## src/common/omt_pkg.sv

```systemverilog
package omt_pkg;

    // Clock rate and contact settle timing
    localparam int unsigned CLK_HZ          = 25_000_000;
    localparam int unsigned SETTLE_MS       = 200;
    localparam int unsigned SAMPLE_MS_DFLT  = 100;
    localparam int unsigned CYC_PER_MS      = CLK_HZ / 1000;
    localparam int unsigned SETTLE_CYC      = SETTLE_MS * CYC_PER_MS;
    localparam int unsigned SAMPLE_CYC_DFLT = SAMPLE_MS_DFLT * CYC_PER_MS;
    localparam int unsigned CNT_W           = 24;

    // Output and factor widths
    localparam int unsigned MV_W      = 16;
    localparam int unsigned PID_W     = 16;
    localparam int unsigned FACT_W    = 10;
    // Factor fixed point: hundredths, 1 .. 1000
    localparam logic [FACT_W-1:0] FACT_MIN  = 10'h001;
    localparam logic [FACT_W-1:0] FACT_MAX  = 10'h3e8;
    localparam logic [FACT_W-1:0] FACT_UNIT = 10'h064;
    localparam logic [MV_W-1:0]   MV_RST    = 16'h0000;
    localparam logic [MV_W-1:0]   MV_STEP   = 16'h0001;

    // Direct key function
    typedef enum logic [1:0] {
        OMT_DKEY_NONE = 2'b00,
        OMT_DKEY_AM   = 2'b01,
        OMT_DKEY_RL   = 2'b10
    } omt_dkey_e;

    // Contact input assignment
    typedef enum logic [1:0] {
        OMT_DI_NONE = 2'b00,
        OMT_DI_AM   = 2'b01,
        OMT_DI_RL   = 2'b10
    } omt_di_e;

    // Tuning execute setting
    typedef enum logic [1:0] {
        OMT_TUNE_OFF    = 2'b00,
        OMT_TUNE_ONCE   = 2'b01,
        OMT_TUNE_ALWAYS = 2'b10
    } omt_tune_e;

    // Key or communication command
    typedef struct packed {
        logic set_auto;
        logic set_manual;
        logic set_remote;
        logic set_local;
    } omt_cmd_s;

    // Computed PID triple
    typedef struct packed {
        logic [PID_W-1:0] p_band;
        logic [PID_W-1:0] i_time;
        logic [PID_W-1:0] d_time;
    } omt_pid_s;

    // Adjusting factors
    typedef struct packed {
        logic [FACT_W-1:0] p_fact;
        logic [FACT_W-1:0] i_fact;
        logic [FACT_W-1:0] d_fact;
    } omt_fact_s;

    // Clamp a factor to its legal span
    function automatic logic [FACT_W-1:0] omt_clamp(input logic [FACT_W-1:0] f);
        if (f < FACT_MIN) begin
            return FACT_MIN;
        end
        if (f > FACT_MAX) begin
            return FACT_MAX;
        end
        return f;
    endfunction : omt_clamp

endpackage : omt_pkg

```

## src/omt_mode_ctrl.sv

```systemverilog
// Contract
// [RULE1] Finished tuning stores PID values and clears the execute setting.
// [RULE2] Interrupted tuning keeps the setting and restarts when conditions return.
// [RULE3] Each computed PID term is scaled by its factor, 0.01 to 10.00.
// [RULE4] Open Auto/Manual contact holds Manual and blocks key changes.
// [RULE5] Closed contact requests Auto, open contact requests Manual.
// [RULE6] Contact change applies after 200 ms plus one sampling cycle.
// [RULE7] Auto only if key and contact both ask Auto; lamp shows Manual.
// [RULE8] Bumpless Auto-to-Manual loads the last Auto output.
// [RULE9] Manual-to-Auto starts control from the Manual output.
// [RULE10] Handoff select chooses bumpless carry-over or stored manual output.
// [RULE11] Direct key in Auto/Manual use toggles that request.
// [RULE12] Direct key in Remote/Local use toggles that request.
// [RULE13] Manual lamp dark in STOP.
// [RULE14] Remote lamp dark in STOP.
// [RULE15] Manual valve without feedback: outputs follow keys, output value hidden.
// [RULE16] Manual valve with feedback: keys adjust target position.
// [RULE17] Closed contact requests Remote, open requests Local.
// [RULE18] Remote only if key and contact both ask Remote; lamp shows it.
// [RULE19] Key/communication and contact requests kept apart; latest command wins.
`timescale 1ns/10ps
`default_nettype none
module omt_mode_ctrl
    import omt_pkg::*;
(
    // Clock and reset
    input  wire logic              clk_in,
    input  wire logic              sys_rst_in,
    // Configuration
    input  wire omt_dkey_e         dkey_type_in,
    input  wire omt_di_e           di_assign_in,
    input  wire logic              handoff_bumpless_in,
    input  wire logic [CNT_W-1:0]  sample_cyc_in,
    input  wire logic              position_ctrl_in,
    input  wire logic              feedback_present_in,
    input  wire logic              run_in,
    // Operator and host
    input  wire omt_cmd_s          key_cmd_in,
    input  wire omt_cmd_s          comm_cmd_in,
    input  wire logic              direct_key_in,
    input  wire logic              inc_key_in,
    input  wire logic              dec_key_in,
    input  wire logic              contact_input_in,
    // Control loop
    input  wire logic [MV_W-1:0]   pid_output_in,
    // Tuning
    input  wire omt_tune_e         tune_setting_in,
    input  wire logic              tune_done_in,
    input  wire omt_pid_s          tune_result_in,
    input  wire omt_fact_s         tune_fact_in,
    // Mode results
    output logic                   auto_out,
    output logic                   remote_out,
    output logic                   hand_mode_lamp_out,
    output logic                   far_setpoint_lamp_out,
    output logic                   pid_preload_out,
    // Outputs
    output logic [MV_W-1:0]        manipulated_output_out,
    output logic                   mv_display_out,
    output logic                   open_side_output_out,
    output logic                   close_side_output_out,
    // Tuning results
    output omt_tune_e              tune_setting_out,
    output logic                   tune_setting_wr_out,
    output omt_pid_s               pid_values_out,
    output logic                   pid_values_wr_out
);
    logic             key_auto_r;
    logic             key_remote_r;
    logic             di_closed;
    logic             dk_s1_r;
    logic             dk_s2_r;
    logic             dk_prev_r;
    logic             dk_press;
    logic             inc_s1_r;
    logic             inc_s2_r;
    logic             dec_s1_r;
    logic             dec_s2_r;
    logic             di_auto;
    logic             di_remote;
    logic             auto_nxt;
    logic             remote_nxt;
    logic             prev_auto_r;
    logic [MV_W-1:0]  stored_man_r;

    // Scale a term by a hundredths factor
    function automatic logic [PID_W-1:0] omt_scale(input logic [PID_W-1:0] v,
                                                   input logic [FACT_W-1:0] f);
        logic [PID_W+FACT_W-1:0] prod;
        logic [PID_W+FACT_W-1:0] quo;
        prod = v * omt_clamp(f);
        quo  = prod / (PID_W+FACT_W)'(FACT_UNIT);
        if (quo > (PID_W+FACT_W)'({PID_W{1'b1}})) begin
            return {PID_W{1'b1}};
        end
        return quo[PID_W-1:0];
    endfunction : omt_scale

    // [RULE6] settle contact
    omt_contact_filter omt_contact_filter_i (
        .clk_in        (clk_in),
        .sys_rst_in    (sys_rst_in),
        .contact_in    (contact_input_in),
        .sample_cyc_in (sample_cyc_in),
        .closed_out    (di_closed)
    );

    // Key pins are asynchronous to the clock
    always_ff @(posedge clk_in or posedge sys_rst_in) begin
        if (sys_rst_in) begin
            dk_s1_r   <= 1'b0;
            dk_s2_r   <= 1'b0;
            dk_prev_r <= 1'b0;
            inc_s1_r  <= 1'b0;
            inc_s2_r  <= 1'b0;
            dec_s1_r  <= 1'b0;
            dec_s2_r  <= 1'b0;
        end else begin
            dk_s1_r   <= direct_key_in;
            dk_s2_r   <= dk_s1_r;
            dk_prev_r <= dk_s2_r;
            inc_s1_r  <= inc_key_in;
            inc_s2_r  <= inc_s1_r;
            dec_s1_r  <= dec_key_in;
            dec_s2_r  <= dec_s1_r;
        end
    end

    assign dk_press = dk_s2_r & ~dk_prev_r;

    // [RULE5] contact asks Auto when closed
    // [RULE17] contact asks Remote when closed
    assign di_auto   = (di_assign_in == OMT_DI_AM) ? di_closed : 1'b1;
    assign di_remote = (di_assign_in == OMT_DI_RL) ? di_closed : 1'b1;

    // [RULE19] key request register
    // [RULE4] key locked while contact open
    // [RULE11] direct key toggles
    always_ff @(posedge clk_in or posedge sys_rst_in) begin
        if (sys_rst_in) begin
            key_auto_r <= 1'b1;
        end else if (!di_auto) begin
            key_auto_r <= key_auto_r;
        end else if (comm_cmd_in.set_auto || comm_cmd_in.set_manual) begin
            key_auto_r <= comm_cmd_in.set_auto;
        end else if (key_cmd_in.set_auto || key_cmd_in.set_manual) begin
            key_auto_r <= key_cmd_in.set_auto;
        end else if (dk_press && dkey_type_in == OMT_DKEY_AM) begin
            key_auto_r <= ~key_auto_r;
        end
    end

    // [RULE19] remote request register
    // [RULE12] direct key toggles
    always_ff @(posedge clk_in or posedge sys_rst_in) begin
        if (sys_rst_in) begin
            key_remote_r <= 1'b0;
        end else if (comm_cmd_in.set_remote || comm_cmd_in.set_local) begin
            key_remote_r <= comm_cmd_in.set_remote;
        end else if (key_cmd_in.set_remote || key_cmd_in.set_local) begin
            key_remote_r <= key_cmd_in.set_remote;
        end else if (dk_press && dkey_type_in == OMT_DKEY_RL) begin
            key_remote_r <= ~key_remote_r;
        end
    end

    // [RULE7] both must ask Auto
    assign auto_nxt   = key_auto_r & di_auto;
    // [RULE18] both must ask Remote
    assign remote_nxt = key_remote_r & di_remote;

    always_ff @(posedge clk_in or posedge sys_rst_in) begin
        if (sys_rst_in) begin
            auto_out              <= 1'b1;
            remote_out            <= 1'b0;
            prev_auto_r           <= 1'b1;
            hand_mode_lamp_out    <= 1'b0;
            far_setpoint_lamp_out <= 1'b0;
        end else begin
            auto_out              <= auto_nxt;
            remote_out            <= remote_nxt;
            prev_auto_r           <= auto_out;
            // [RULE13] Manual lamp dark in STOP
            hand_mode_lamp_out    <= run_in & ~auto_nxt;
            // [RULE14] Remote lamp dark in STOP
            far_setpoint_lamp_out <= run_in & remote_nxt;
        end
    end

    // Output handoff and manual adjustment
    always_ff @(posedge clk_in or posedge sys_rst_in) begin
        if (sys_rst_in) begin
            manipulated_output_out <= MV_RST;
            stored_man_r           <= MV_RST;
            pid_preload_out        <= 1'b0;
        end else begin
            pid_preload_out <= 1'b0;
            if (auto_out) begin
                if (!prev_auto_r) begin
                    // [RULE9] preload PID from Manual output
                    pid_preload_out <= 1'b1;
                end else begin
                    manipulated_output_out <= pid_output_in;
                end
            end else if (prev_auto_r) begin
                // [RULE10] pick handoff source
                // [RULE8] carry last Auto output
                manipulated_output_out <= handoff_bumpless_in ? manipulated_output_out
                                                              : stored_man_r;
            end else if (!position_ctrl_in || feedback_present_in) begin
                // [RULE16] keys move the target
                if (inc_s2_r && manipulated_output_out != {MV_W{1'b1}}) begin
                    manipulated_output_out <= manipulated_output_out + MV_STEP;
                    stored_man_r           <= manipulated_output_out + MV_STEP;
                end else if (dec_s2_r && manipulated_output_out != MV_RST) begin
                    manipulated_output_out <= manipulated_output_out - MV_STEP;
                    stored_man_r           <= manipulated_output_out - MV_STEP;
                end else begin
                    stored_man_r <= manipulated_output_out;
                end
            end
        end
    end

    // [RULE15] direct valve drive, value hidden
    always_ff @(posedge clk_in or posedge sys_rst_in) begin
        if (sys_rst_in) begin
            open_side_output_out  <= 1'b0;
            close_side_output_out <= 1'b0;
            mv_display_out        <= 1'b1;
        end else if (!auto_out && position_ctrl_in && !feedback_present_in) begin
            open_side_output_out  <= inc_s2_r & ~dec_s2_r;
            close_side_output_out <= dec_s2_r & ~inc_s2_r;
            mv_display_out        <= 1'b0;
        end else begin
            open_side_output_out  <= 1'b0;
            close_side_output_out <= 1'b0;
            mv_display_out        <= 1'b1;
        end
    end

    // Tuning completion; an interrupted run never pulses done
    always_ff @(posedge clk_in or posedge sys_rst_in) begin
        if (sys_rst_in) begin
            pid_values_out      <= '0;
            pid_values_wr_out   <= 1'b0;
            tune_setting_out    <= OMT_TUNE_OFF;
            tune_setting_wr_out <= 1'b0;
        end else begin
            pid_values_wr_out   <= 1'b0;
            tune_setting_wr_out <= 1'b0;
            // [RULE2] no done keeps setting
            if (tune_done_in && tune_setting_in != OMT_TUNE_OFF) begin
                // [RULE3] scale each term
                pid_values_out.p_band <= omt_scale(tune_result_in.p_band,
                                                   tune_fact_in.p_fact);
                pid_values_out.i_time <= omt_scale(tune_result_in.i_time,
                                                   tune_fact_in.i_fact);
                pid_values_out.d_time <= omt_scale(tune_result_in.d_time,
                                                   tune_fact_in.d_fact);
                pid_values_wr_out     <= 1'b1;
                // [RULE1] clear the execute setting
                tune_setting_out      <= OMT_TUNE_OFF;
                tune_setting_wr_out   <= 1'b1;
            end
        end
    end
endmodule : omt_mode_ctrl
`default_nettype wire

```

## src/omt_contact_filter.sv

```systemverilog
`timescale 1ns/10ps
`default_nettype none
module omt_contact_filter
    import omt_pkg::*;
(
    // Clock and reset
    input  wire logic             clk_in,
    input  wire logic             sys_rst_in,
    // Contact pin and sampling period
    input  wire logic             contact_in,
    input  wire logic [CNT_W-1:0] sample_cyc_in,
    // Settled contact level
    output logic                  closed_out
);
    logic             sync1_r;
    logic             sync2_r;
    logic             seen_r;
    logic [CNT_W-1:0] cnt_r;
    logic [CNT_W-1:0] total;

    assign total = CNT_W'(SETTLE_CYC) + sample_cyc_in;

    always_ff @(posedge clk_in or posedge sys_rst_in) begin
        if (sys_rst_in) begin
            sync1_r <= 1'b0;
            sync2_r <= 1'b0;
        end else begin
            sync1_r <= contact_in;
            sync2_r <= sync1_r;
        end
    end

    // [RULE6] delay then apply
    always_ff @(posedge clk_in or posedge sys_rst_in) begin
        if (sys_rst_in) begin
            seen_r     <= 1'b0;
            cnt_r      <= '0;
            closed_out <= 1'b0;
        end else if (sync2_r != seen_r) begin
            // Any further change restarts the wait
            seen_r <= sync2_r;
            cnt_r  <= '0;
        end else if (seen_r != closed_out) begin
            if (cnt_r >= total - CNT_W'(1)) begin
                closed_out <= seen_r;
                cnt_r      <= '0;
            end else begin
                cnt_r <= cnt_r + CNT_W'(1);
            end
        end
    end
endmodule : omt_contact_filter
`default_nettype wire

```

## config.mk

```make
export PLATFORM = sky130hd
export DESIGN_NAME = omt_mode_ctrl
export DESIGN_NICKNAME = d
export VERILOG_FILES = /design/src/common/omt_pkg.sv /design/src/omt_mode_ctrl.sv /design/src/omt_contact_filter.sv
export SDC_FILE = /design/constraint.sdc
export NUM_CORES = 2
export LEC_CHECK = 0
export BUFFER_PORTS_ARGS = -buffer_cell sky130_fd_sc_hd__buf_2
export CELL_PAD_IN_SITES_DETAIL_PLACEMENT = 0
export CELL_PAD_IN_SITES_GLOBAL_PLACEMENT = 2
export CORE_ASPECT_RATIO = 1.2
export CORE_UTILIZATION = 42
export CTS_CLUSTER_SIZE = 40
export DETAILED_ROUTE_END_ITERATION = 8
export HOLD_SLACK_MARGIN = 0.02
export PLACE_DENSITY_LB_ADDON = 0.1
export SLEW_MARGIN = 10
export SYNTH_ARGS = -nofsm -noshare
export SYNTH_HDL_FRONTEND = slang
export SYNTH_HIERARCHICAL = 1
export SYNTH_SLANG_ARGS = --single-unit
```

## constraint.sdc

```tcl
create_clock -name clk_in -period 5.7 [get_ports clk_in]
set_clock_uncertainty 0.1 [all_clocks]
set_input_delay 0 -clock clk_in [delete_from_list [all_inputs] [get_ports clk_in]]
set_output_delay 0 -clock clk_in [all_outputs]
set_load 0.02 [all_outputs]
```

---- Word-level counts from Yosys, hierarchy flattened ----
Cells that the tools add are included.
word-level totals
  word-level logic and storage cells ...... 166
  output and inout bits ................... 76
  bits in registers ....................... 127
operators by class
  muxes and demuxes ....................... 66
  $mul .................................... 3
  add/subtract/negate cells ............... 5
  magnitude comparators ................... 10
  eq/ne operators ......................... 9
  reduce and logical (&&, ||, !) cells .... 25
  bitwise gates (word level) .............. 16
  div/mod/pow operators ................... 3
operator list
  cell                    count
  $mux 16                 13
  $mux 10                 15
  $div 26x7->26 const B   3
  $gt 26x16->1 const B    3
  $mul 16x10->26          3
  $mux 24                 3
  $mux 1                  35
  $gt 10x10->1 const B    3
  $lt 10x1->1 const B     3
  $add 23x24->24 const A  1
  $add 24x1->24 const B   1
  $ge 24x24->1            1
  $sub 24x1->24 const B   1
  $add 16x1->16 const B   1
  $ne 16x16->1 const B    1
  $reduce_bool 16->1      1
  $sub 16x1->16 const B   1
  $not 1->1               9
  $reduce_and 3->1        3
  $and 1x1->1             7
  $logic_and 1x1->1       7
  $reduce_bool 2->1       3
  $reduce_bool 3->1       2
  $logic_or 1x1->1        5
  7 further kinds         12

---- Logic depth before layout (Yosys ltp) ----
  depth in word-level cells ............... 14
  mapped depth ............................ 74

---- Cells and area by module ----
Netlist, hierarchy kept.
modules (own cells, without submodules)
  module              area an instance (µm²)  cells each  times used
  omt_mode_ctrl       33,636.0                4,293       1
  omt_contact_filter  2,572.5                 298         1

---- Worst setup path before layout ----
OpenSTA, ideal clock, no wires.
  kind .................................... input -> register
  start ................................... input tune_fact_in[7] in the netlist's numbering
  end ..................................... register pid_values_out[0] in the netlist's numbering
  data arrival time ....................... 16,361 ps
  setup slack ............................. -10,887 ps
  data required time ...................... 5,474 ps
  setup time .............................. 126 ps
  path buffers ............................ 6
  cell stages on the path ................. 66
  cells stage by stage .................... clkbuf_1 > nand3_1 > nor3_1 > or2_2 > clkbuf_1 > clkbuf_1 > nand2_1 > fa_1 > inv_1 > fa_1 > fa_1 > fa_1 > inv_1 > fa_1 > inv_1 > ha_1 > o21a_1 > nor2_1 > [... 30 more ...] > o211a_2 > a2111oi_4 > o2bb2ai_1 > o31ai_1 > a31oi_1 > o21ai_2 > nand2_1 > a222oi_1 > a31oi_1 > or2_1 > a21oi_4 > xor2_4 > a31oi_2 > o21ai_1 > nand3_1 > a221o_1 > mux2_4 > o32a_1
on the way
  longest elaborated chain between the ends .. 13
  elaborated cells between the ends (all ways) .. 17
  classes of those cells .................. mul: 1; div: 1; order compare: 3; mux: 12
ends and longest elaborated chain
  what                  line                  RTL
  from (decl)           omt_mode_ctrl.sv:50   input wire omt_fact_s tune_fact_in,
  $gt 10x10->1          omt_pkg.sv:71         if (f > FACT_MAX) begin
  $mux 1 (2 in series)  omt_pkg.sv:71
  $mux 1                omt_mode_ctrl.sv:253  if (tune_done_in && tune_setting_in != OMT_TUNE_OFF) begin
  $mux 10               omt_pkg.sv:74         return f;
  $mux 10 *             omt_pkg.sv:71
  $mux 10 *             omt_mode_ctrl.sv:253
  $mul 16x10->26 *      omt_mode_ctrl.sv:91   prod = v * omt_clamp(f);
  $div 26x7->26 *       omt_mode_ctrl.sv:92   quo = prod / (PID_W+FACT_W)'(FACT_UNIT);
  $gt 26x16->1          omt_mode_ctrl.sv:93   if (quo > (PID_W+FACT_W)'({PID_W{1'b1}})) begin
  $mux 1                omt_mode_ctrl.sv:93
  $mux 1                omt_mode_ctrl.sv:253
  $mux 16 *             omt_mode_ctrl.sv:96   return quo[PID_W-1:0];
  to (decl)             omt_mode_ctrl.sv:65   output omt_pid_s pid_values_out,
Mark *: on every way between the ends. The rest lies on a longest branch, timed or not. The select of a mux whose other input is x is not followed.
A chain may end at the register's enable or synchronous reset.

---- Worst setup path after layout ----
  start ................................... input tune_fact_in[28] in the netlist's numbering
  end ..................................... register pid_values_out[32] in the netlist's numbering
The elaborated chain is that of the path after synthesis.

==> metrics.yaml <==
outcome:
  status: "finished, violations left"
  violations: "setup timing"
flow_run:
  cap_viol_max_count: 0
routing:
  wl_met1_um: 53000
  dr_total_vias: 41100
  drc_errors: 0
  drt_iter0_markers: 1870
  wl_met2_um: 65200
  top_layer_used: "met4"
  wl_per_cell_um: 16.9
  viasPerCell: 5.57
  dr.pass1.iters: 5
  finalWirelength_um: 125000
  detail-route-antenna-nets: 0
  routed-wl-met3_um: 3680
setup_path:
  worst-path-stages: 74
  r2r_cells: 17
  worstSetupStartpoint: "tune_fact_in[28]"
  crit_path_top_delay_cell: "fa_1"
  critPathBufInv: 19
  worstReg2RegEnd: "manipulated_output_out[4]"
  crit_family: "compound AO/OA/AOI/OAI gates"
  startpoint_type: "input port"
  endpoint_kind: "flip-flop"
  cp_max_fo: 7
  cp-endpoint: "pid_values_out[32]"
  required_ns: 5.96
  r2r_slack_ns: 1.14
  critPathKind: "input port to flip-flop"
  regToRegStartpoint: "manipulated_output_out[4]"
  max_stage_delay_ns: 0.52
  arrival_ns: 16.02
  critPathMostFrequentCell: "buf_4"
floorplanning:
  core-area_mm2: 0.0851
  start_util_pct: 42.6
  die_width_um: 270
  design.portCount: 219
  die_h_um: 324
  rows: 117
  die_area_mm2: 0.0874
sta:
  max_freq_mhz: 63.5
  hold_viol: 0
  finalSetupViolations: 48
  slew_headroom_pct: 27.6
  drv_slew: 0
  rsz0062_at_grt: "yes"
  worst_pin_slew_ns: 1.09
  setup_ws_ns: -10.05
  period_needed_ns: 15.75
  whs_ns: 0.0459
  min_period_over_period_pct: 276
placement:
  dpl.hpwl_um: 97200
  dpl.cell_count: 7076
  globalplace.congestion: 0.911
  port_buffers: 216
  pre_cts_ws_ns: -10.89
  place_area_mm2: 0.0500
clock_tree:
  cts_sinks: 127
  cts-root-buf: "clkbuf_16"
  clk_pin_slew_ns: 0.07
  cts_tree: "built"
  clock_latency_ns: 0.48
  numCtsBuffers: 17
  h-tree-depth: 4
  cts.path.max_buffers: 2
final_layout:
  layout.cells.non_filler: 7383
  final_area_mm2: 0.0563
  nets: 6925
  drive_gt1_share_pct: 43.1
  mostFrequentLayoutCells: "buf_4, nand2_1, inv_1"
  antenna_cells: 0
  synthToLayoutAreaGrowth_pct: 55.6
  layout_commonest_cell: "buf_4"
yosys:
  synth_top_area_share_pct: 18.2
  ys_seq_area_share_pct: 8.79
  syn_inst: 4591
  ys_warn_count: 6
  synth.distinct_cells: 153
  avgSynthCellArea_um2: 7.89
  synth_edf_count: 0
  synth_area_leaders: "fa_1, dfrtp_1, ha_1, nand2_1, and2_1"
  synth-seq-cells: 127
  ys.flop_type: "dfrtp_1"
  synth_area_leader_cell: "fa_1"
  async_flop_share_pct: 100
  syn-cell-area_mm2: 0.0362
global_routing:
  grt_pass1_wl_um: 203000
  grtUsageTotal_pct: 27.7
  antenna_found_initial: 0
  grt_overflow: 0
  grt_pass1_vias: 41400
  grt_max_degree: 60
min_path:
  hold_path_class: "input port to async pin"
==> through the flow <==
stage	TNS (ns)	utilization, %
floorplan	-274.17	-
global placement	-311.17	58.7
detailed placement	-317.68	58.7
CTS	-266.82	63.7
global route	-298.01	66.2
finish	-276.62	66.2
==> worst min-delay path by stage <==
stage | startpoint | end | slack, ns | depth (start not counted)
after floorplan | dec_key_in | dec_s1_r | -0.07 | 0
after global placement | dec_key_in | dec_s1_r | 0.008 | 1
after detailed placement | inc_key_in | inc_s1_r | 0.01 | 1
after CTS | inc_key_in | inc_s1_r | 0.02 | 2
after global routing | tune_setting_in[0] | pid_values_out[10] | 0.06 | 4
final | sys_rst_in | dec_s2_r | 0.05 | 3
==> worst register-to-register path: cells and delay by family, from the launching register on <==
kind | cells | cell delay [ns]
buf+inv | 1 | 0.58
flops | 1 | 0.49
xor+xnor | 1 | 0.20
simple gates | 11 | 2.49
compound gates | 4 | 0.59
==> repair_timing <==
action | in CTS | in global routing
resized for setup | 431 | 294
setup endpoints to repair | 48 | 48
buffers inserted | 146 | 97
hold buffers | 40 | 0
pin swaps | 272 | 240
endpoints found under the hold margin | 100 | 0
cloned | 7 | 0
==> state kept, by name (all words and copies together), names as in the netlist, 16 cells and up <==
| name | flops |
|---|---|
| pid_values_out | 48 |
| manipulated_output_out | 16 |
| omt_contact_filter_i/cnt_r | 24 |
| stored_man_r | 16 |
==> synthesized netlist by cell type (21+ instances only) <==
library cell,count
o21ai_0,162
nor2_1,323
o22ai_1,23
o21ai_1,51
o31ai_1,37
and2_1,273
inv_1,358
a22oi_1,21
o211ai_1,45
nor3_1,94
buf_2,45
a211oi_1,54
nand2b_1,33
a21o_1,63
xor2_1,57
and3_1,39
xnor2_1,130
or3_1,31
nand3_1,144
mux2i_1,48
a211o_1,29
mux2_2,32
clkbuf_1,135
a31oi_1,88
nand4_1,49
fa_1,330
a21oi_1,262
dfrtp_1,123
o21a_1,39
nor2b_1,34
nor4_1,29
o21bai_1,21
ha_1,212
nand2_1,538
==> routing by layer <==
layer | up-vias | GRT usage [%]
li1 | 19900 | -
met3 | 189 | 2.14
met1 | 20200 | 33.9
met2 | 858 | 51.9
met5 | - | 0
met4 | 0 | 7.03
==> cells by family (layout without fill, tap and decap cells) <==
family / count (synthesis) / after routing / share of synthesized area, %
other: 1 / 2 / 0.0104
DFF: 127 / 127 / 8.79
xor gates and xnor gates: 195 / 196 / 4.93
adders and majority gates: 553 / 553 / 25.9
AOI/OAI and AO/OA: 1310 / 1310 / 27.1
and+or+nand+nor: 1741 / 1746 / 24.2
muxes: 88 / 88 / 2.61
buffers and inverters: 576 / 2231 / 6.46
==> final cells by class <==
cell class / count / area, um2
inverter: 362 / 1360
clock inverter: 15 / 168
multi-input combinational: 3895 / 35700
clock buffer: 17 / 425
sequential: 127 / 3180
fill: 7270 / 28700
timing repair buffer: 1837 / 14100
tap: 1130 / 1410
Power is left out: the tool's default activity adds up to more than one toggle a clock period on the data nets, which glitch-free logic cannot reach.
